<file path="src/hdl/bdcp_pkg.sv">
`default_nettype none
package bdcp_pkg;
  // Serial field widths.
  localparam logic [4:0] LEN_BYTE = 5'h08;
  localparam logic [4:0] LEN_WORD = 5'h10;
  // Link timing in debug clock cycles; the bit-slot values count from the perceived start.
  localparam logic [4:0] DLY_CYC = 5'h10;
  localparam logic [4:0] SAMPLE_CYC = 5'h0a;
  localparam logic [4:0] ONE_PULSE_CYC = 5'h07;
  localparam logic [4:0] ZERO_LOW_CYC = 5'h0d;
  localparam logic [7:0] SYNC_DET_CYC = 8'h80;
  localparam logic [7:0] SYNC_GAP_CYC = 8'h10;
  localparam logic [7:0] SYNC_LOW_CYC = 8'h80;
  localparam logic [9:0] TIMEOUT_CYC = 10'h200;
  // Command codes.
  localparam logic [7:0] CMD_ACK_ON = 8'hd5;
  localparam logic [7:0] CMD_ACK_OFF = 8'hd6;
  localparam logic [7:0] CMD_BGND = 8'h90;
  localparam logic [7:0] CMD_STAT_RD = 8'he4;
  localparam logic [7:0] CMD_CTRL_WR = 8'hc4;
  localparam logic [7:0] CMD_MEM_RD = 8'he0;
  localparam logic [7:0] CMD_MEM_RD_S = 8'he1;
  localparam logic [7:0] CMD_MEM_LAST = 8'he8;
  localparam logic [7:0] CMD_MEM_WR = 8'hc0;
  localparam logic [7:0] CMD_MEM_WR_S = 8'hc1;
  localparam logic [7:0] CMD_MATCH_RD = 8'he2;
  localparam logic [7:0] CMD_MATCH_WR = 8'hc2;
  localparam logic [7:0] CMD_GO = 8'h08;
  localparam logic [7:0] CMD_STEP = 8'h10;
  localparam logic [7:0] CMD_RESUME_TAGGING_CMD = 8'h18;
  localparam logic [7:0] CMD_RD_ACC = 8'h68;
  localparam logic [7:0] CMD_RD_CCR = 8'h69;
  localparam logic [7:0] CMD_RD_PC = 8'h6b;
  localparam logic [7:0] CMD_RD_HX = 8'h6c;
  localparam logic [7:0] CMD_RD_SP = 8'h6f;
  localparam logic [7:0] CMD_NEXT_RD = 8'h70;
  localparam logic [7:0] CMD_NEXT_RD_S = 8'h71;
  localparam logic [7:0] CMD_WR_ACC = 8'h48;
  localparam logic [7:0] CMD_WR_CCR = 8'h49;
  localparam logic [7:0] CMD_WR_PC = 8'h4b;
  localparam logic [7:0] CMD_WR_HX = 8'h4c;
  localparam logic [7:0] CMD_WR_SP = 8'h4f;
  localparam logic [7:0] CMD_NEXT_WR = 8'h50;
  localparam logic [7:0] CMD_NEXT_WR_S = 8'h51;
  // Status and control byte layout.
  localparam int SR_ENTRY = 7;
  localparam int SR_HALTED = 6;
  localparam int SR_BRK_EN = 5;
  localparam int SR_FTS = 4;
  localparam int SR_CLKSW = 3;
  localparam logic [7:0] SR_WMASK = 8'hb8;
  localparam logic [7:0] SR_RESET = 8'h00;
  // Wishbone map.
  localparam logic [3:0] WB_CTRL_OFS = 4'h0;
  localparam logic [3:0] WB_STAT_OFS = 4'h4;
  localparam int CTRL_LINK_EN = 0;
  localparam logic [31:0] CTRL_RESET = 32'h00000001;
  typedef enum logic [2:0] {
    REG_ACC, REG_CCR, REG_PC, REG_HX, REG_SP
  } bdcp_reg_e;
endpackage
`default_nettype wire

</file>
<file path="src/hdl/bdcp_bit_link.sv">
`timescale 1ns/10ps
`default_nettype none
module bdcp_bit_link (
  input wire logic clk_i,
  input wire logic rst_i,
  input wire logic enable_i,
  input wire logic busy_i,
  input wire logic tx_en_i,
  input wire logic tx_bit_i,
  input wire logic pin_i,
  output logic pin_o,
  output logic pin_oe_n_o,
  output logic rx_valid_o,
  output logic rx_bit_o,
  output logic slot_done_o,
  output logic sync_o,
  output logic timeout_o
);
  typedef enum logic [1:0] {SY_IDLE, SY_GAP, SY_LOW, SY_HIGH} bdcp_sy_e;
  bdcp_sy_e sy_q;
  logic s1_q, s2_q, s3_q;
  logic active_q, txmode_q, txbit_q;
  logic [4:0] cnt_q, cnt_d;
  logic active_d;
  logic [7:0] low_q, scnt_q;
  logic [9:0] gap_q;
  logic out_q, oe_n_q;
  logic fall_w, slot_end_w, drv_low_d, drv_high_d;

  ////////////////////////////////////////////////////////////////////////////
  always_ff @(posedge clk_i) begin
    s1_q <= pin_i;
    s2_q <= s1_q;
    s3_q <= s2_q;
  end

  // Our own drive must never look like a host edge.
  assign fall_w = s3_q & ~s2_q & oe_n_q & enable_i & (sy_q == SY_IDLE);
  assign slot_end_w = active_q & (cnt_q == bdcp_pkg::ZERO_LOW_CYC);
  assign active_d = fall_w ? 1'b1 : (slot_end_w ? 1'b0 : active_q);
  assign cnt_d = fall_w ? 5'h00 : cnt_q + 5'h01;
  assign rx_valid_o = active_q & ~txmode_q
    & (cnt_q == bdcp_pkg::SAMPLE_CYC);
  assign rx_bit_o = s2_q;
  assign slot_done_o = active_q & txmode_q
    & (cnt_q == bdcp_pkg::SAMPLE_CYC);
  // Zero: low from the start for 13 cycles, then a speedup pulse.
  assign drv_low_d = active_d & (fall_w ? tx_en_i & ~tx_bit_i
    : txmode_q & ~txbit_q & (cnt_d < bdcp_pkg::ZERO_LOW_CYC));
  assign drv_high_d = active_d & ~fall_w & txmode_q & (txbit_q
    ? cnt_d == bdcp_pkg::ONE_PULSE_CYC
    : cnt_d == bdcp_pkg::ZERO_LOW_CYC);
  assign sync_o = (sy_q == SY_IDLE) & s2_q
    & (low_q == bdcp_pkg::SYNC_DET_CYC);
  assign timeout_o = busy_i & (gap_q == bdcp_pkg::TIMEOUT_CYC);
  assign pin_o = out_q;
  assign pin_oe_n_o = oe_n_q;

  always_ff @(posedge clk_i) begin
    if (rst_i || sync_o) begin
      active_q <= 1'b0;
      cnt_q <= 5'h00;
      txmode_q <= 1'b0;
      txbit_q <= 1'b0;
    end else begin
      active_q <= active_d;
      cnt_q <= cnt_d;
      if (fall_w) begin
        txmode_q <= tx_en_i;
        txbit_q <= tx_bit_i;
      end
    end
  end

  // Idle time between host edges; a stalled host abandons the command.
  always_ff @(posedge clk_i) begin
    if (rst_i || fall_w) begin
      gap_q <= 10'h000;
    end else if (gap_q != bdcp_pkg::TIMEOUT_CYC) begin
      gap_q <= gap_q + 10'h001;
    end
  end

  ////////////////////////////////////////////////////////////////////////////
  // A host low far longer than any bit asks for the timed reply.
  always_ff @(posedge clk_i) begin
    if (rst_i || s2_q || !oe_n_q || !enable_i) begin
      low_q <= 8'h00;
    end else if (low_q != bdcp_pkg::SYNC_DET_CYC) begin
      low_q <= low_q + 8'h01;
    end
  end

  // Wait for the line high, gap 16, low 128, one-cycle high, release.
  always_ff @(posedge clk_i) begin
    if (rst_i) begin
      sy_q <= SY_IDLE;
      scnt_q <= 8'h00;
    end else begin
      scnt_q <= scnt_q + 8'h01;
      case (sy_q)
        SY_IDLE: begin
          scnt_q <= 8'h00;
          if (sync_o) begin
            sy_q <= SY_GAP;
          end
        end
        SY_GAP: begin
          if (scnt_q == bdcp_pkg::SYNC_GAP_CYC - 8'h01) begin
            sy_q <= SY_LOW;
            scnt_q <= 8'h00;
          end
        end
        SY_LOW: begin
          if (scnt_q == bdcp_pkg::SYNC_LOW_CYC - 8'h01) begin
            sy_q <= SY_HIGH;
          end
        end
        default: sy_q <= SY_IDLE;
      endcase
    end
  end

  always_ff @(posedge clk_i) begin
    if (rst_i) begin
      out_q <= 1'b1;
      oe_n_q <= 1'b1;
    end else if (sy_q == SY_LOW || sy_q == SY_HIGH) begin
      out_q <= (sy_q == SY_HIGH);
      oe_n_q <= 1'b0;
    end else begin
      out_q <= drv_high_d;
      oe_n_q <= ~(drv_low_d | drv_high_d);
    end
  end
endmodule
`default_nettype wire

</file>
<file path="src/hdl/bdcp_top.sv">
// Decided for this implementation: the Wishbone register port and the register offsets.
`timescale 1ns/10ps
`default_nettype none
module bdcp_top (
  input wire logic clk_i,
  input wire logic rst_i,
  input wire logic wb_cyc_i,
  input wire logic wb_stb_i,
  input wire logic wb_we_i,
  input wire logic [3:0] wb_adr_i,
  input wire logic [3:0] wb_sel_i,
  input wire logic [31:0] wb_dat_i,
  output logic [31:0] wb_dat_o,
  output logic wb_ack_o,
  input wire logic debug_wire_pin_i,
  output logic debug_wire_pin_o,
  output logic debug_wire_pin_oe_n_o,
  output logic mem_req_o,
  output logic mem_we_o,
  output logic [15:0] mem_addr_o,
  output logic [7:0] mem_wdata_o,
  input wire logic mem_ack_i,
  input wire logic [7:0] mem_rdata_i,
  input wire logic cpu_halted_i,
  input wire logic [15:0] cpu_hx_i,
  input wire logic [15:0] cpu_reg_rdata_i,
  output var bdcp_pkg::bdcp_reg_e cpu_reg_sel_o,
  output logic cpu_reg_we_o,
  output logic [15:0] cpu_reg_wdata_o,
  output logic cpu_bgnd_req_o,
  output logic cpu_go_o,
  output logic cpu_step_o,
  output logic cpu_tag_en_o,
  input wire logic [15:0] cpu_addr_i,
  input wire logic cpu_access_i,
  input wire logic cpu_boundary_i,
  input wire logic cpu_exec_i,
  input wire logic [15:0] cpu_exec_addr_i,
  output logic brk_req_o,
  output logic ack_mode_o,
  output logic clk_select_o
);
  typedef enum logic [2:0] {
    ST_CMD, ST_ADDR, ST_WD, ST_DLY, ST_SS, ST_RD
  } bdcp_st_e;
  bdcp_st_e state_q, state_d;
  bdcp_st_e to_addr, to_wd, to_dly, to_ss, to_rd;
  logic [15:0] shreg_q, wd_w, addr_q, last_q, match_q, rdata_q, hx_inc;
  logic [15:0] addr_w, rd_src;
  logic [7:0] cmd_q, code_w, sreg_q, status_w;
  logic [4:0] bitcnt_q, dcnt_q, len_w;
  logic [31:0] ctrl_q;
  logic rx_valid, rx_bit, slot_done, sync_ev, timeout_ev;
  logic rx_st, tx_st, bit_ev, last_bit, field_done, dly_done;
  logic allowed, exec_w, abort_w, busy_w, load_ss, load_rd;
  logic d_vld, d_act, d_addr, d_wd, d_w16, d_dly, d_ss, d_rd, d_r16;
  logic d_reg, brk_en, force_or_tag_select, match_acc, match_exec, pend_q, brk_q;
  logic wb_hit, wb_wr_ctrl, wb_ack_q;
  logic [31:0] wb_rd_w, wb_dat_q;

  ////////////////////////////////////////////////////////////////////////////
  bdcp_bit_link u_link (
    .clk_i(clk_i),
    .rst_i(rst_i),
    .enable_i(ctrl_q[bdcp_pkg::CTRL_LINK_EN]),
    .busy_i(busy_w),
    .tx_en_i(tx_st),
    .tx_bit_i(shreg_q[15]),
    .pin_i(debug_wire_pin_i),
    .pin_o(debug_wire_pin_o),
    .pin_oe_n_o(debug_wire_pin_oe_n_o),
    .rx_valid_o(rx_valid),
    .rx_bit_o(rx_bit),
    .slot_done_o(slot_done),
    .sync_o(sync_ev),
    .timeout_o(timeout_ev)
  );

  ////////////////////////////////////////////////////////////////////////////
  // While the code byte is still arriving, decode the byte being completed.
  assign wd_w = {shreg_q[14:0], rx_bit};
  assign code_w = (state_q == ST_CMD) ? wd_w[7:0] : cmd_q;

  // Every command is a subset of addr / wdata / delay / status / rdata.
  always_comb begin
    d_vld = 1'b1;
    d_act = 1'b0;
    d_addr = 1'b0;
    d_wd = 1'b0;
    d_w16 = 1'b0;
    d_dly = 1'b0;
    d_ss = 1'b0;
    d_rd = 1'b0;
    d_r16 = 1'b0;
    d_reg = 1'b0;
    case (code_w)
      bdcp_pkg::CMD_ACK_ON, bdcp_pkg::CMD_ACK_OFF,
      bdcp_pkg::CMD_BGND: d_dly = 1'b1;
      bdcp_pkg::CMD_STAT_RD: d_ss = 1'b1;
      bdcp_pkg::CMD_CTRL_WR: d_wd = 1'b1;
      bdcp_pkg::CMD_MEM_RD, bdcp_pkg::CMD_MEM_RD_S: begin
        d_addr = 1'b1;
        d_dly = 1'b1;
        d_ss = code_w[0];
        d_rd = 1'b1;
      end
      bdcp_pkg::CMD_MEM_LAST: begin
        d_ss = 1'b1;
        d_rd = 1'b1;
      end
      bdcp_pkg::CMD_MEM_WR, bdcp_pkg::CMD_MEM_WR_S: begin
        d_addr = 1'b1;
        d_wd = 1'b1;
        d_dly = 1'b1;
        d_ss = code_w[0];
      end
      bdcp_pkg::CMD_MATCH_RD: begin
        d_rd = 1'b1;
        d_r16 = 1'b1;
      end
      bdcp_pkg::CMD_MATCH_WR: begin
        d_wd = 1'b1;
        d_w16 = 1'b1;
      end
      bdcp_pkg::CMD_GO, bdcp_pkg::CMD_STEP, bdcp_pkg::CMD_RESUME_TAGGING_CMD: begin
        d_act = 1'b1;
        d_dly = 1'b1;
      end
      bdcp_pkg::CMD_RD_ACC, bdcp_pkg::CMD_RD_CCR, bdcp_pkg::CMD_RD_PC,
      bdcp_pkg::CMD_RD_HX, bdcp_pkg::CMD_RD_SP: begin
        d_act = 1'b1;
        d_dly = 1'b1;
        d_rd = 1'b1;
        d_reg = 1'b1;
        d_r16 = (code_w[3:0] > 4'h9);
      end
      bdcp_pkg::CMD_NEXT_RD, bdcp_pkg::CMD_NEXT_RD_S: begin
        d_act = 1'b1;
        d_dly = 1'b1;
        d_ss = code_w[0];
        d_rd = 1'b1;
      end
      bdcp_pkg::CMD_WR_ACC, bdcp_pkg::CMD_WR_CCR, bdcp_pkg::CMD_WR_PC,
      bdcp_pkg::CMD_WR_HX, bdcp_pkg::CMD_WR_SP: begin
        d_act = 1'b1;
        d_wd = 1'b1;
        d_dly = 1'b1;
        d_w16 = (code_w[3:0] > 4'h9);
      end
      bdcp_pkg::CMD_NEXT_WR, bdcp_pkg::CMD_NEXT_WR_S: begin
        d_act = 1'b1;
        d_wd = 1'b1;
        d_dly = 1'b1;
        d_ss = code_w[0];
      end
      default: d_vld = 1'b0;
    endcase
  end

  ////////////////////////////////////////////////////////////////////////////
  assign to_rd = d_rd ? ST_RD : ST_CMD;
  assign to_ss = d_ss ? ST_SS : to_rd;
  assign to_dly = d_dly ? ST_DLY : to_ss;
  assign to_wd = d_wd ? ST_WD : to_dly;
  assign to_addr = d_addr ? ST_ADDR : to_wd;
  assign allowed = d_vld & (~d_act | cpu_halted_i);
  assign rx_st = (state_q == ST_CMD) | (state_q == ST_ADDR)
    | (state_q == ST_WD);
  assign tx_st = (state_q == ST_SS) | (state_q == ST_RD);
  assign bit_ev = rx_st ? rx_valid : (tx_st & slot_done);
  assign len_w = (state_q == ST_ADDR) ? bdcp_pkg::LEN_WORD
    : (state_q == ST_WD && d_w16) ? bdcp_pkg::LEN_WORD
    : (state_q == ST_RD && d_r16) ? bdcp_pkg::LEN_WORD
    : bdcp_pkg::LEN_BYTE;
  assign last_bit = (bitcnt_q == len_w - 5'h01);
  assign field_done = bit_ev & last_bit;
  assign dly_done = (state_q == ST_DLY)
    & (dcnt_q == bdcp_pkg::DLY_CYC - 5'h01);
  assign abort_w = sync_ev | timeout_ev;
  assign busy_w = (state_q != ST_CMD) | (bitcnt_q != 5'h00);

  always_comb begin
    state_d = state_q;
    case (state_q)
      ST_CMD: state_d = field_done ? (allowed ? to_addr : ST_CMD) : ST_CMD;
      ST_ADDR: state_d = field_done ? to_wd : ST_ADDR;
      ST_WD: state_d = field_done ? to_dly : ST_WD;
      ST_DLY: state_d = dly_done ? to_ss : ST_DLY;
      ST_SS: state_d = field_done ? to_rd : ST_SS;
      ST_RD: state_d = field_done ? ST_CMD : ST_RD;
      default: state_d = ST_CMD;
    endcase
  end

  // The action fires once every host-supplied field is in, never earlier,
  // so an abort mid-command leaves memory and mode untouched.
  assign exec_w = field_done & rx_st & allowed & (state_d != ST_ADDR)
    & (state_d != ST_WD);
  assign load_ss = (state_d == ST_SS) & (state_q != ST_SS);
  assign load_rd = (state_d == ST_RD) & (state_q != ST_RD);
  assign hx_inc = cpu_hx_i + 16'h0001;
  // A read fires as the address completes, before addr_q holds it.
  assign addr_w = (state_q == ST_ADDR) ? wd_w : addr_q;
  // Register and match reads must not wait a cycle for rdata_q to load.
  assign rd_src = d_reg ? cpu_reg_rdata_i
    : (code_w == bdcp_pkg::CMD_MATCH_RD) ? match_q : rdata_q;
  assign brk_en = sreg_q[bdcp_pkg::SR_BRK_EN];
  assign force_or_tag_select = sreg_q[bdcp_pkg::SR_FTS];
  assign status_w = (sreg_q & bdcp_pkg::SR_WMASK)
    | ({7'h00, cpu_halted_i} << bdcp_pkg::SR_HALTED);

  always_ff @(posedge clk_i) begin
    if (rst_i || abort_w) begin
      state_q <= ST_CMD;
      bitcnt_q <= 5'h00;
      dcnt_q <= 5'h00;
    end else begin
      state_q <= state_d;
      bitcnt_q <= field_done ? 5'h00 : bitcnt_q + {4'h0, bit_ev};
      dcnt_q <= (state_q == ST_DLY) ? dcnt_q + 5'h01 : 5'h00;
    end
  end

  // Fields shift MSB first in both directions.
  always_ff @(posedge clk_i) begin
    if (rst_i) begin
      shreg_q <= 16'h0000;
    end else if (load_ss) begin
      shreg_q <= {status_w, 8'h00};
    end else if (load_rd) begin
      shreg_q <= d_r16 ? rd_src : {rd_src[7:0], 8'h00};
    end else if (rx_st && rx_valid) begin
      shreg_q <= wd_w;
    end else if (tx_st && slot_done) begin
      shreg_q <= {shreg_q[14:0], 1'b0};
    end
  end

  always_ff @(posedge clk_i) begin
    if (rst_i) begin
      cmd_q <= 8'h00;
      addr_q <= 16'h0000;
    end else if (field_done && state_q == ST_CMD) begin
      cmd_q <= wd_w[7:0];
    end else if (field_done && state_q == ST_ADDR) begin
      addr_q <= wd_w;
    end
  end

  ////////////////////////////////////////////////////////////////////////////
  always_ff @(posedge clk_i) begin
    if (rst_i) begin
      sreg_q <= bdcp_pkg::SR_RESET;
      match_q <= 16'h0000;
      last_q <= 16'h0000;
      ack_mode_o <= 1'b0;
      cpu_tag_en_o <= 1'b0;
      cpu_reg_sel_o <= bdcp_pkg::REG_ACC;
    end else if (exec_w) begin
      case (code_w)
        bdcp_pkg::CMD_ACK_ON: ack_mode_o <= 1'b1;
        bdcp_pkg::CMD_ACK_OFF: ack_mode_o <= 1'b0;
        bdcp_pkg::CMD_CTRL_WR:
          sreg_q <= wd_w[7:0] & bdcp_pkg::SR_WMASK;
        bdcp_pkg::CMD_MATCH_WR: match_q <= wd_w;
        bdcp_pkg::CMD_MEM_RD, bdcp_pkg::CMD_MEM_RD_S: last_q <= addr_w;
        bdcp_pkg::CMD_NEXT_RD, bdcp_pkg::CMD_NEXT_RD_S: last_q <= hx_inc;
        bdcp_pkg::CMD_GO, bdcp_pkg::CMD_STEP: cpu_tag_en_o <= 1'b0;
        bdcp_pkg::CMD_RESUME_TAGGING_CMD: cpu_tag_en_o <= 1'b1;
        default: cpu_tag_en_o <= cpu_tag_en_o;
      endcase
      case (code_w[3:0])
        4'h8: cpu_reg_sel_o <= bdcp_pkg::REG_ACC;
        4'h9: cpu_reg_sel_o <= bdcp_pkg::REG_CCR;
        4'hb: cpu_reg_sel_o <= bdcp_pkg::REG_PC;
        4'hf: cpu_reg_sel_o <= bdcp_pkg::REG_SP;
        default: cpu_reg_sel_o <= bdcp_pkg::REG_HX;
      endcase
    end
  end

  // One-cycle strobes towards the CPU core; memory requests hold to ack.
  always_ff @(posedge clk_i) begin
    if (rst_i) begin
      cpu_go_o <= 1'b0;
      cpu_step_o <= 1'b0;
      cpu_bgnd_req_o <= 1'b0;
      cpu_reg_we_o <= 1'b0;
      cpu_reg_wdata_o <= 16'h0000;
      mem_req_o <= 1'b0;
      mem_we_o <= 1'b0;
      mem_addr_o <= 16'h0000;
      mem_wdata_o <= 8'h00;
    end else begin
      cpu_go_o <= exec_w & ((code_w == bdcp_pkg::CMD_GO)
        | (code_w == bdcp_pkg::CMD_RESUME_TAGGING_CMD));
      cpu_step_o <= exec_w & (code_w == bdcp_pkg::CMD_STEP);
      cpu_bgnd_req_o <= exec_w & (code_w == bdcp_pkg::CMD_BGND)
        & sreg_q[bdcp_pkg::SR_ENTRY];
      cpu_reg_we_o <= exec_w & d_act & d_wd
        | exec_w & (code_w[7:1] == bdcp_pkg::CMD_NEXT_RD[7:1]);
      if (exec_w) begin
        cpu_reg_wdata_o <= (d_act & d_wd & (code_w[7:4] == 4'h4)) ? wd_w
          : hx_inc;
      end
      if (mem_req_o && mem_ack_i) begin
        mem_req_o <= 1'b0;
      end else if (exec_w && (d_rd && !d_reg && !d_r16
          || d_wd && (code_w[7] || code_w[6:4] == 3'h5))
          && code_w != bdcp_pkg::CMD_CTRL_WR
          && code_w != bdcp_pkg::CMD_MATCH_WR) begin
        mem_req_o <= 1'b1;
        mem_we_o <= d_wd;
        mem_wdata_o <= wd_w[7:0];
        mem_addr_o <= d_addr ? addr_w
          : (code_w == bdcp_pkg::CMD_MEM_LAST) ? last_q : hx_inc;
      end
    end
  end

  always_ff @(posedge clk_i) begin
    if (rst_i) begin
      rdata_q <= 16'h0000;
    end else if (mem_req_o && mem_ack_i) begin
      rdata_q <= {8'h00, mem_rdata_i};
    end else if (dly_done && d_reg) begin
      rdata_q <= cpu_reg_rdata_i;
    end else if (exec_w && code_w == bdcp_pkg::CMD_MATCH_RD) begin
      rdata_q <= match_q;
    end
  end

  ////////////////////////////////////////////////////////////////////////////
  assign match_acc = cpu_access_i & (cpu_addr_i == match_q);
  assign match_exec = cpu_exec_i & (cpu_exec_addr_i == match_q);

  always_ff @(posedge clk_i) begin
    if (rst_i || !brk_en || !force_or_tag_select) begin
      pend_q <= 1'b0;
      brk_q <= brk_en & ~force_or_tag_select & match_exec & ~rst_i;
    end else begin
      pend_q <= (pend_q | match_acc) & ~cpu_boundary_i;
      brk_q <= (pend_q | match_acc) & cpu_boundary_i;
    end
  end
  assign brk_req_o = brk_q;

  ////////////////////////////////////////////////////////////////////////////
  assign wb_hit = wb_cyc_i & wb_stb_i & ~wb_ack_q;
  assign wb_wr_ctrl = wb_hit & wb_we_i & wb_sel_i[0]
    & (wb_adr_i == bdcp_pkg::WB_CTRL_OFS);
  assign wb_rd_w = (wb_adr_i == bdcp_pkg::WB_CTRL_OFS) ? ctrl_q
    : (wb_adr_i == bdcp_pkg::WB_STAT_OFS)
    ? {19'h00000, ack_mode_o, brk_q, state_q, status_w} : 32'h00000000;

  always_ff @(posedge clk_i) begin
    if (rst_i) begin
      ctrl_q <= bdcp_pkg::CTRL_RESET;
      wb_ack_q <= 1'b0;
      wb_dat_q <= 32'h00000000;
    end else begin
      wb_ack_q <= wb_hit;
      wb_dat_q <= wb_hit ? wb_rd_w : 32'h00000000;
      if (wb_wr_ctrl) begin
        ctrl_q <= {31'h00000000, wb_dat_i[bdcp_pkg::CTRL_LINK_EN]};
      end
    end
  end
  assign wb_ack_o = wb_ack_q;
  assign wb_dat_o = wb_dat_q;
  assign clk_select_o = sreg_q[bdcp_pkg::SR_CLKSW];
endmodule
`default_nettype wire

</file>
<file path="config.mk">
export PLATFORM = sky130hd
export DESIGN_NAME = bdcp_top
export DESIGN_NICKNAME = d
export VERILOG_FILES = /design/src/hdl/bdcp_pkg.sv /design/src/hdl/bdcp_bit_link.sv /design/src/hdl/bdcp_top.sv
export SDC_FILE = /design/constraint.sdc
export NUM_CORES = 1
export LEC_CHECK = 0
export BUFFER_PORTS_ARGS = -buffer_cell sky130_fd_sc_hd__buf_2
export CAP_MARGIN = 0
export CORE_MARGIN = 1.5
export CORE_UTILIZATION = 59
export CTS_CLUSTER_DIAMETER = 200
export DETAILED_ROUTE_END_ITERATION = 6
export MAX_ROUTING_LAYER = met4
export PLACE_DENSITY = 0.81
export RECOVER_POWER = 25
export SLEW_MARGIN = 30
export SYNTH_ARGS = -nofsm -noshare
export SYNTH_HDL_FRONTEND = slang
export SYNTH_SLANG_ARGS = --single-unit
</file>
<file path="constraint.sdc">
create_clock -name clk_i -period 7.4 [get_ports clk_i]
set_input_delay 1.11 -clock clk_i [delete_from_list [all_inputs] [get_ports clk_i]]
set_output_delay 1.11 -clock clk_i [all_outputs]
set_load 0.005 [all_outputs]
</file>
-- Word level (Yosys, flattened, before mapping)
Cells that the tools add are included.
- bits in registers: 233
- bits of input ports: 123
- reductions and logical operators: 72
- bitwise gates (word level): 77
- mux-type cells: 62
- equality and inequality tests: 70
- magnitude comparators: 2
- add/subtract/negate cells: 8
- operators with widths (kind ; number):
    16-bit two-way mux ; 13
    8-bit by 7-bit == test with 1-bit output (second input constant) ; 15
    8-bit == test (second input constant) ; 13
    1-bit bitwise AND ; 50
    3-bit two-way mux ; 12
    16-bit == test ; 2
    16-bit case mux with 2 select lines ; 1
    29-bit OR reduction ; 1
    8-bit two-way mux ; 3
    8-bit != test (second input constant) ; 3
    24-bit OR reduction ; 1
    11-bit OR reduction ; 2
    5-bit by 4-bit == test with 1-bit output (second input constant) ; 4
    5-bit two-way mux ; 4
    3-bit case mux with 6 select lines ; 1
    2-bit OR reduction ; 9
    1-bit two-way mux ; 17
    17-bit OR reduction ; 1
    16-bit by 1-bit adder with 16-bit output (second input constant) ; 1
    8-bit by 1-bit adder with 8-bit output (second input constant) ; 2
    4-bit == test (second input constant) ; 4
    8-bit by 4-bit == test with 1-bit output (second input constant) ; 2
    8-bit by 5-bit == test with 1-bit output (second input constant) ; 2
    1-bit NOT ; 16
    45 further kinds ; 112

-- Longest topological paths before layout
- depth in word-level cells: 21
- mapped depth: 16

-- Modules after synthesis
Synthesis repeated with hierarchy kept, for this count alone.
- cell total of the unflattened synthesis: 1407
- area, all modules: 11927.7 µm²
- modules (own cells, without submodules) (module ; times used ; sequential area each (µm²) ; area an instance (µm²) ; cells each):
    bdcp_top ; 1 ; 3403.3 ; 9987.1 ; 1183
    bdcp_bit_link ; 1 ; 820.8 ; 1940.6 ; 224

-- Worst setup path before layout
Ideal clock, no wire load.
- kind: reg-to-reg
- from: reg state_q[0]
- to: reg cpu_reg_sel_o[2]
- slack: 3.843 ns
- library setup time: 0.116 ns
- stages on the path, launching flop included: 15
- arrival: 3.441 ns
- buffers on the path: 4
- cell sequence: dfxtp_1 or3_1 buf_6 buf_8 mux2i_1 o31a_1 a211o_1 a2111oi_4 o21ai_1 a2111o_1 buf_2 mux2_4 buf_1 a21oi_1 a41o_1
- cells in the longest elaborated chain, start to end: 17
- elaborated cells on any way between the ends: 97
- classes of those cells: add/sub (1); order compare (1); eq/ne (41); mux (28); bitwise (13); reduce/logical (13)
- RTL lines (item ; RTL line ; RTL):
    from (decl) ; bdcp_top.sv:46 ; bdcp_st_e state_q, state_d;
    from (signal assigned) ; bdcp_top.sv:218 ; state_q <= state_d;
    3-bit zero test ; bdcp_top.sv:82, bdcp_top.sv:167, bdcp_top.sv:184 ;
    8-bit two-way mux ; bdcp_top.sv:82 ; assign code_w = (state_q == ST_CMD) ? wd_w[7:0] : cmd_q;
    8-bit by 7-bit == test with 1-bit output ; bdcp_top.sv:96 ; case (code_w)
    5-bit OR reduction ; -- ;
    1-bit case mux with 2 select lines ; bdcp_top.sv:96 ;
    1-bit logical AND ; bdcp_top.sv:173 ; : (state_q == ST_RD && d_r16) ? bdcp_pkg::LEN_WORD
    5-bit two-way mux ; bdcp_top.sv:173 ;
    5-bit two-way mux ; bdcp_top.sv:172 ; : (state_q == ST_WD && d_w16) ? bdcp_pkg::LEN_WORD
    5-bit two-way mux ; bdcp_top.sv:171 ; assign len_w = (state_q == ST_ADDR) ? bdcp_pkg::LEN_WORD
    5-bit by 1-bit subtractor with 5-bit output ; bdcp_top.sv:175 ; assign last_bit = (bitcnt_q == len_w - 5'h01);
    5-bit == test ; bdcp_top.sv:175 ;
    1-bit bitwise AND ; bdcp_top.sv:176 ; assign field_done = bit_ev & last_bit;
    3-bit two-way mux, on equally long branches ; -- ;
    3-bit case mux with 6 select lines ; bdcp_top.sv:184 ; case (state_q)
    3-bit by 1-bit != test with 1-bit output ; bdcp_top.sv:197 ; assign exec_w = field_done & rx_st & allowed & (state_d != ST_ADDR)
    1-bit bitwise AND ; bdcp_top.sv:197 ;
    1-bit bitwise AND ; bdcp_top.sv:198 ; & (state_d != ST_WD);
    to (signal assigned) ; bdcp_top.sv:258 ; cpu_reg_sel_o <= bdcp_pkg::REG_ACC;
    to (signal assigned) ; bdcp_top.sv:273 ; 4'h8: cpu_reg_sel_o <= bdcp_pkg::REG_ACC;
    to (signal assigned) ; bdcp_top.sv:274 ; 4'h9: cpu_reg_sel_o <= bdcp_pkg::REG_CCR;
    to (decl) ; bdcp_top.sv:27 ; output var bdcp_pkg::bdcp_reg_e cpu_reg_sel_o,
Several ways; a longest one is shown, not always the timed one.
A chain may end at the register's enable or synchronous reset.

-- Final worst setup path
- from: reg state_q[0]
- to: reg mem_addr_o[4]
- cells in the longest elaborated chain, start to end: 21
- elaborated cells on any way between the ends: 110
- classes of those cells: add/sub (1); order compare (1); eq/ne (40); mux (31); bitwise (13); reduce/logical (24)
- RTL lines (item ; RTL line ; RTL):
    3-bit zero test ; bdcp_top.sv:82, bdcp_top.sv:167, bdcp_top.sv:184 ;
    8-bit two-way mux ; bdcp_top.sv:82 ;
    8-bit by 7-bit == test with 1-bit output ; bdcp_top.sv:96 ;
    5-bit OR reduction ; -- ;
    1-bit case mux with 2 select lines ; bdcp_top.sv:96 ;
    1-bit logical AND ; bdcp_top.sv:173 ;
    5-bit two-way mux ; bdcp_top.sv:173 ;
    5-bit two-way mux ; bdcp_top.sv:172 ;
    (+5 left out) ; -- ;
    3-bit case mux with 6 select lines ; bdcp_top.sv:184 ;
    3-bit by 1-bit != test with 1-bit output ; bdcp_top.sv:197 ;
    1-bit bitwise AND ; bdcp_top.sv:197 ;
    1-bit bitwise AND ; bdcp_top.sv:198 ;
    1-bit logical AND ; bdcp_top.sv:308 ; end else if (exec_w && (d_rd && !d_reg && !d_r16
    1-bit logical AND ; bdcp_top.sv:310 ; && code_w != bdcp_pkg::CMD_CTRL_WR
    1-bit logical AND ; bdcp_top.sv:311 ; && code_w != bdcp_pkg::CMD_MATCH_WR) begin
    2-bit AND reduction (no source line) ; -- ;
    to (signal assigned) ; bdcp_top.sv:315 ; mem_addr_o <= d_addr ? addr_w
    to (decl) ; bdcp_top.sv:20 ; output logic [15:0] mem_addr_o,
Several ways; a longest one is shown, not always the timed one.

==> impl_summary.md <==
Status
The run finished, with violations left. The checks that failed: max-capacitance violations, max-slew violations.

GRT
The first-pass GRT wire length is 54400 um. The aggregate global-route resource usage is 32.5%. The total overflow reported by the global router is 0. The initial antenna violation count is 1. Entering global routing, the biggest net connects 80 pins.

The number of global-route vias before repair is 10400.

Yosys
The primary flip-flop cell chosen by synthesis mapping is sky130_fd_sc_hd__dfxtp_1. Synthesis inferred 211 register bits. For this run, the number of Yosys warnings is 0. Of the post-synthesis cell area, the dominant cell type holds 35.4%. The most numerous cell in the Yosys netlist is sky130_fd_sc_hd__dfxtp_1. The synthesized design contains 0 enable-type register cells. The commonest cells after synthesis are sky130_fd_sc_hd__dfxtp_1, sky130_fd_sc_hd__nand2_1, sky130_fd_sc_hd__nor2_1.

Of all flip-flops after synthesis, the portion carrying an async set or reset was 0%. The largest total area in the synthesized netlist belongs to sky130_fd_sc_hd__dfxtp_1. After synthesis, the cell types taking the most area are sky130_fd_sc_hd__dfxtp_1, sky130_fd_sc_hd__nand2_1, sky130_fd_sc_hd__mux2i_1, sky130_fd_sc_hd__nor2_1, sky130_fd_sc_hd__a21oi_1. The netlist area before placement is 0.0119 mm^2.

A synthesized cell averages 8.08 um^2. Of the synthesized area, sequential elements account for 35.4%. After technology mapping, the gate count stands at 1475. The netlist uses 83 different library cells.

Placement
Before CTS, the worst setup slack after placement is 2.44 ns. The number of input and output port buffers inserted is 155. Routability-driven placement finished with a final weighted congestion of 0.954. The wire-length estimate of the detail-placed layout is 23700 um.

Finish
The fraction of final layout cells sized beyond drive strength 1 is 16.1%. The post-layout utilization of the core is 68.3%. Compared with the post-synthesis result, the final layout area differs by 12.7%.

The number of filler instances in the final layout is 1648. After the last flow step, the layout net total stands at 1705.

Power
The highest ir drop seen on vdd is 146 uV. Power spread over the standard cell area amounts to 190 mW/mm^2. Summed over all cells, the static leakage comes to 5.37 nW.

Setup path
Together, buffers and inverters on the worst path number 2. The worst register-to-register path has a setup slack of 2.31 ns. The worst setup path is of the flip-flop to flip-flop kind.

The launch point of the worst reg-to-reg path is state_q[0]. In this run the critical register-to-register path is captured at mem_addr_o[4]. STA classifies the critical path startpoint as a flip-flop. The source of the critical timing path is state_q[0].

In this run the worst path has a maximum fanout of 26. The critical path data arrival time is 5.46 ns. The depth of the worst register-to-register path is 12.

Data on the critical path is required at its endpoint by 7.76 ns. The standard cell with the maximum stage delay on the critical path is sky130_fd_sc_hd__and2_1. Broken down by cell family, the worst path's largest delay share belongs to compound AO/OA/AOI/OAI gates.

The critical path goes through nor3_4, buf_4, mux2_2, o31a_1, a211o_1, a2111oi_4, o21ai_1, a2111o_1, nand4_2, buf_4, and2_1, o31ai_1. The critical path endpoint category is a flip-flop. The most numerous cell type found on the critical path is sky130_fd_sc_hd__buf_4. The peak per-stage delay on the critical path is 0.80 ns.

Drt
The detailed-routing wirelength on met1 is 14300 um. In the final routed layout, each cell accounts on average for 18.5 um. The violation count after the first detailed-route iteration is 1197. Detailed routing placed a total of 15400 um of wire on met2. The number of design rule violations left after detail routing is 0. In the routed layout, each cell is associated on average with a via count of 6.18. The final routed wirelength across all metal layers is 34300 um. The wire length on met3 is 3530 um. The detailed router used layers up to and including met4. The residual antenna-violating net count after detailed routing is 0. The total via count after detailed routing is 11400. Before antenna repair, the detailed router went through 5 iterations.

STA
The count of final hold-check violations is 0. The final period utilization is 68.8%. At the pin with the least slew margin, the transition time is 2.07 ns. The post-route worst setup slack is 2.31 ns.

Between clock sinks in the finished design, the worst skew comes to 0.0129 ns. The post-layout minimum cycle time is 5.09 ns. Setup repair after global routing left no endpoint under its margin. The remaining max-slew budget at the tightest pin is -38.1%. The achievable clock frequency is 0.196 GHz.

In the final timing run, aggregate negative setup slack is 0 ns. The final-report max-slew violation count was 45. Setup violations remaining at the end of the flow were counted as 0.

CTS
The count of buffers added by post-CTS timing repair for setup is 0. The count of cells resized by post-cts repair is 0. The clock tree from TritonCTS is built.

The register clock-pin slew on the reported worst setup and hold paths is 0.06 ns. The worst-skew pair later-pin latency is 0.52 ns. The total number of H-tree levels is 1. The buffer cell driving the clock tree root is sky130_fd_sc_hd__clkbuf_16.

The clock net in this run drives a total of 211 sinks. The hold-fix buffer count after cts is 0. Counting the buffers created by CTS gives 22. In this run the deepest clock path goes through 3 buffers.

Die
The boundary pin count is 211. The floorplan step defined a die boundary enclosing 0.0211 mm^2. The number of cell rows is 51.

The core footprint is 0.0197 mm^2. The initial core utilization is 60.6%. The height of the chip is 145 um. The x dimension of the die is 145 um.

Hold path
For hold timing, the worst endpoint is u_link.rx_bit_o. The worst hold path was traced through 0 stages. The worst hold path begins at u_link.s1_q. The path type of the worst min-delay path is flip-flop to flip-flop.

Flow run
The tool flagged a number of max-cap violations equal to 1.
## per-stage QoR
| step | cells | area [um^2] | power [mW] | hold WS [ns] |
|---|---|---|---|---|
| finish | 1847 | 13400 | 2.55 | 0.330 |
| global route | 1847 | 13400 | 2.62 | 0.354 |
| CTS | 1846 | 13400 | 2.55 | 0.333 |
| detailed placement | 1806 | 12600 | 1.33 | 0.316 |
| global placement | 1806 | 12600 | 1.33 | 0.310 |
| floorplan | 1495 | 12000 | 1.28 | 0.310 |
## cells by family after synthesis
family          after synthesis  share of synthesized area (%)
compound gates              321                           17.7
mux                          98                           8.84
xor+xnor                     82                           6.03
other cells                   1                         0.0315
buf+inv                     147                           5.70
simple gates                598                           24.4
fa+ha+maj                    17                           1.78
flops                       211                           35.4
## worst max path at each step
stage	cells past startpoint	end	slack, ns
2_1_floorplan	14	cpu_reg_sel_o[2]	3.84
3_3_place_gp	12	mem_addr_o[7]	2.48
3_5_place_dp	12	mem_addr_o[4]	2.44
4_1_cts	12	mem_addr_o[4]	2.41
5_1_grt	12	mem_addr_o[4]	2.08
6_report	12	mem_addr_o[4]	2.31
## cell type report
class	count	area, um^2	area share, %
clock inverter	12	195	1.45
multi-input combinational	1137	7110	53.0
antenna	1	2.50	0.0186
sequential	211	4220	31.5
timing repair buffer	170	860	6.40
tap	265	332	2.47
inverter	23	87.6	0.652
clock buffer	28	614	4.58
## layout by cell type (no fill, tap or decap), drive strengths merged, types with 10 or more instances in the layout
master / instances
nor3: 25
xor2: 36
o22ai: 10
clkbuf: 49
nor2: 135
nor2b: 12
nand3: 83
and3: 11
mux2i: 76
nand2: 200
and2: 21
dfxtp: 211
xnor2: 46
a31o: 13
nand4: 34
buf: 149
ha: 17
nor4: 16
inv: 22
conb: 21
a41o: 10
o211ai: 20
o31ai: 26
mux2: 22
a21oi: 92
o21ai: 78
## layer usage
layer / GRT usage, % / up-vias
li1: - / 5411
met3: 5.19 / 82
met5: - / -
met4: 11.2 / 0
met1: 42.9 / 5276
met2: 50.7 / 646
## where the power goes
group	leakage, nW	internal [mW]	switching [mW]
Sequential	1.70	1.15	0.0122
Clock	0.396	0.764	0.476
Combinational	3.27	0.0566	0.0950
## flip-flops by register name, summed over array words and instances, names as in the netlist, 10 cells and up
register and flops:
addr_q 16, cpu_reg_wdata_o 16, last_q 16, match_q 16, mem_addr_o 16, shreg_q 16, rdata_q 15, wb_dat_o 11
u_link.gap_q 10
(Power assumes the default switching activity.)
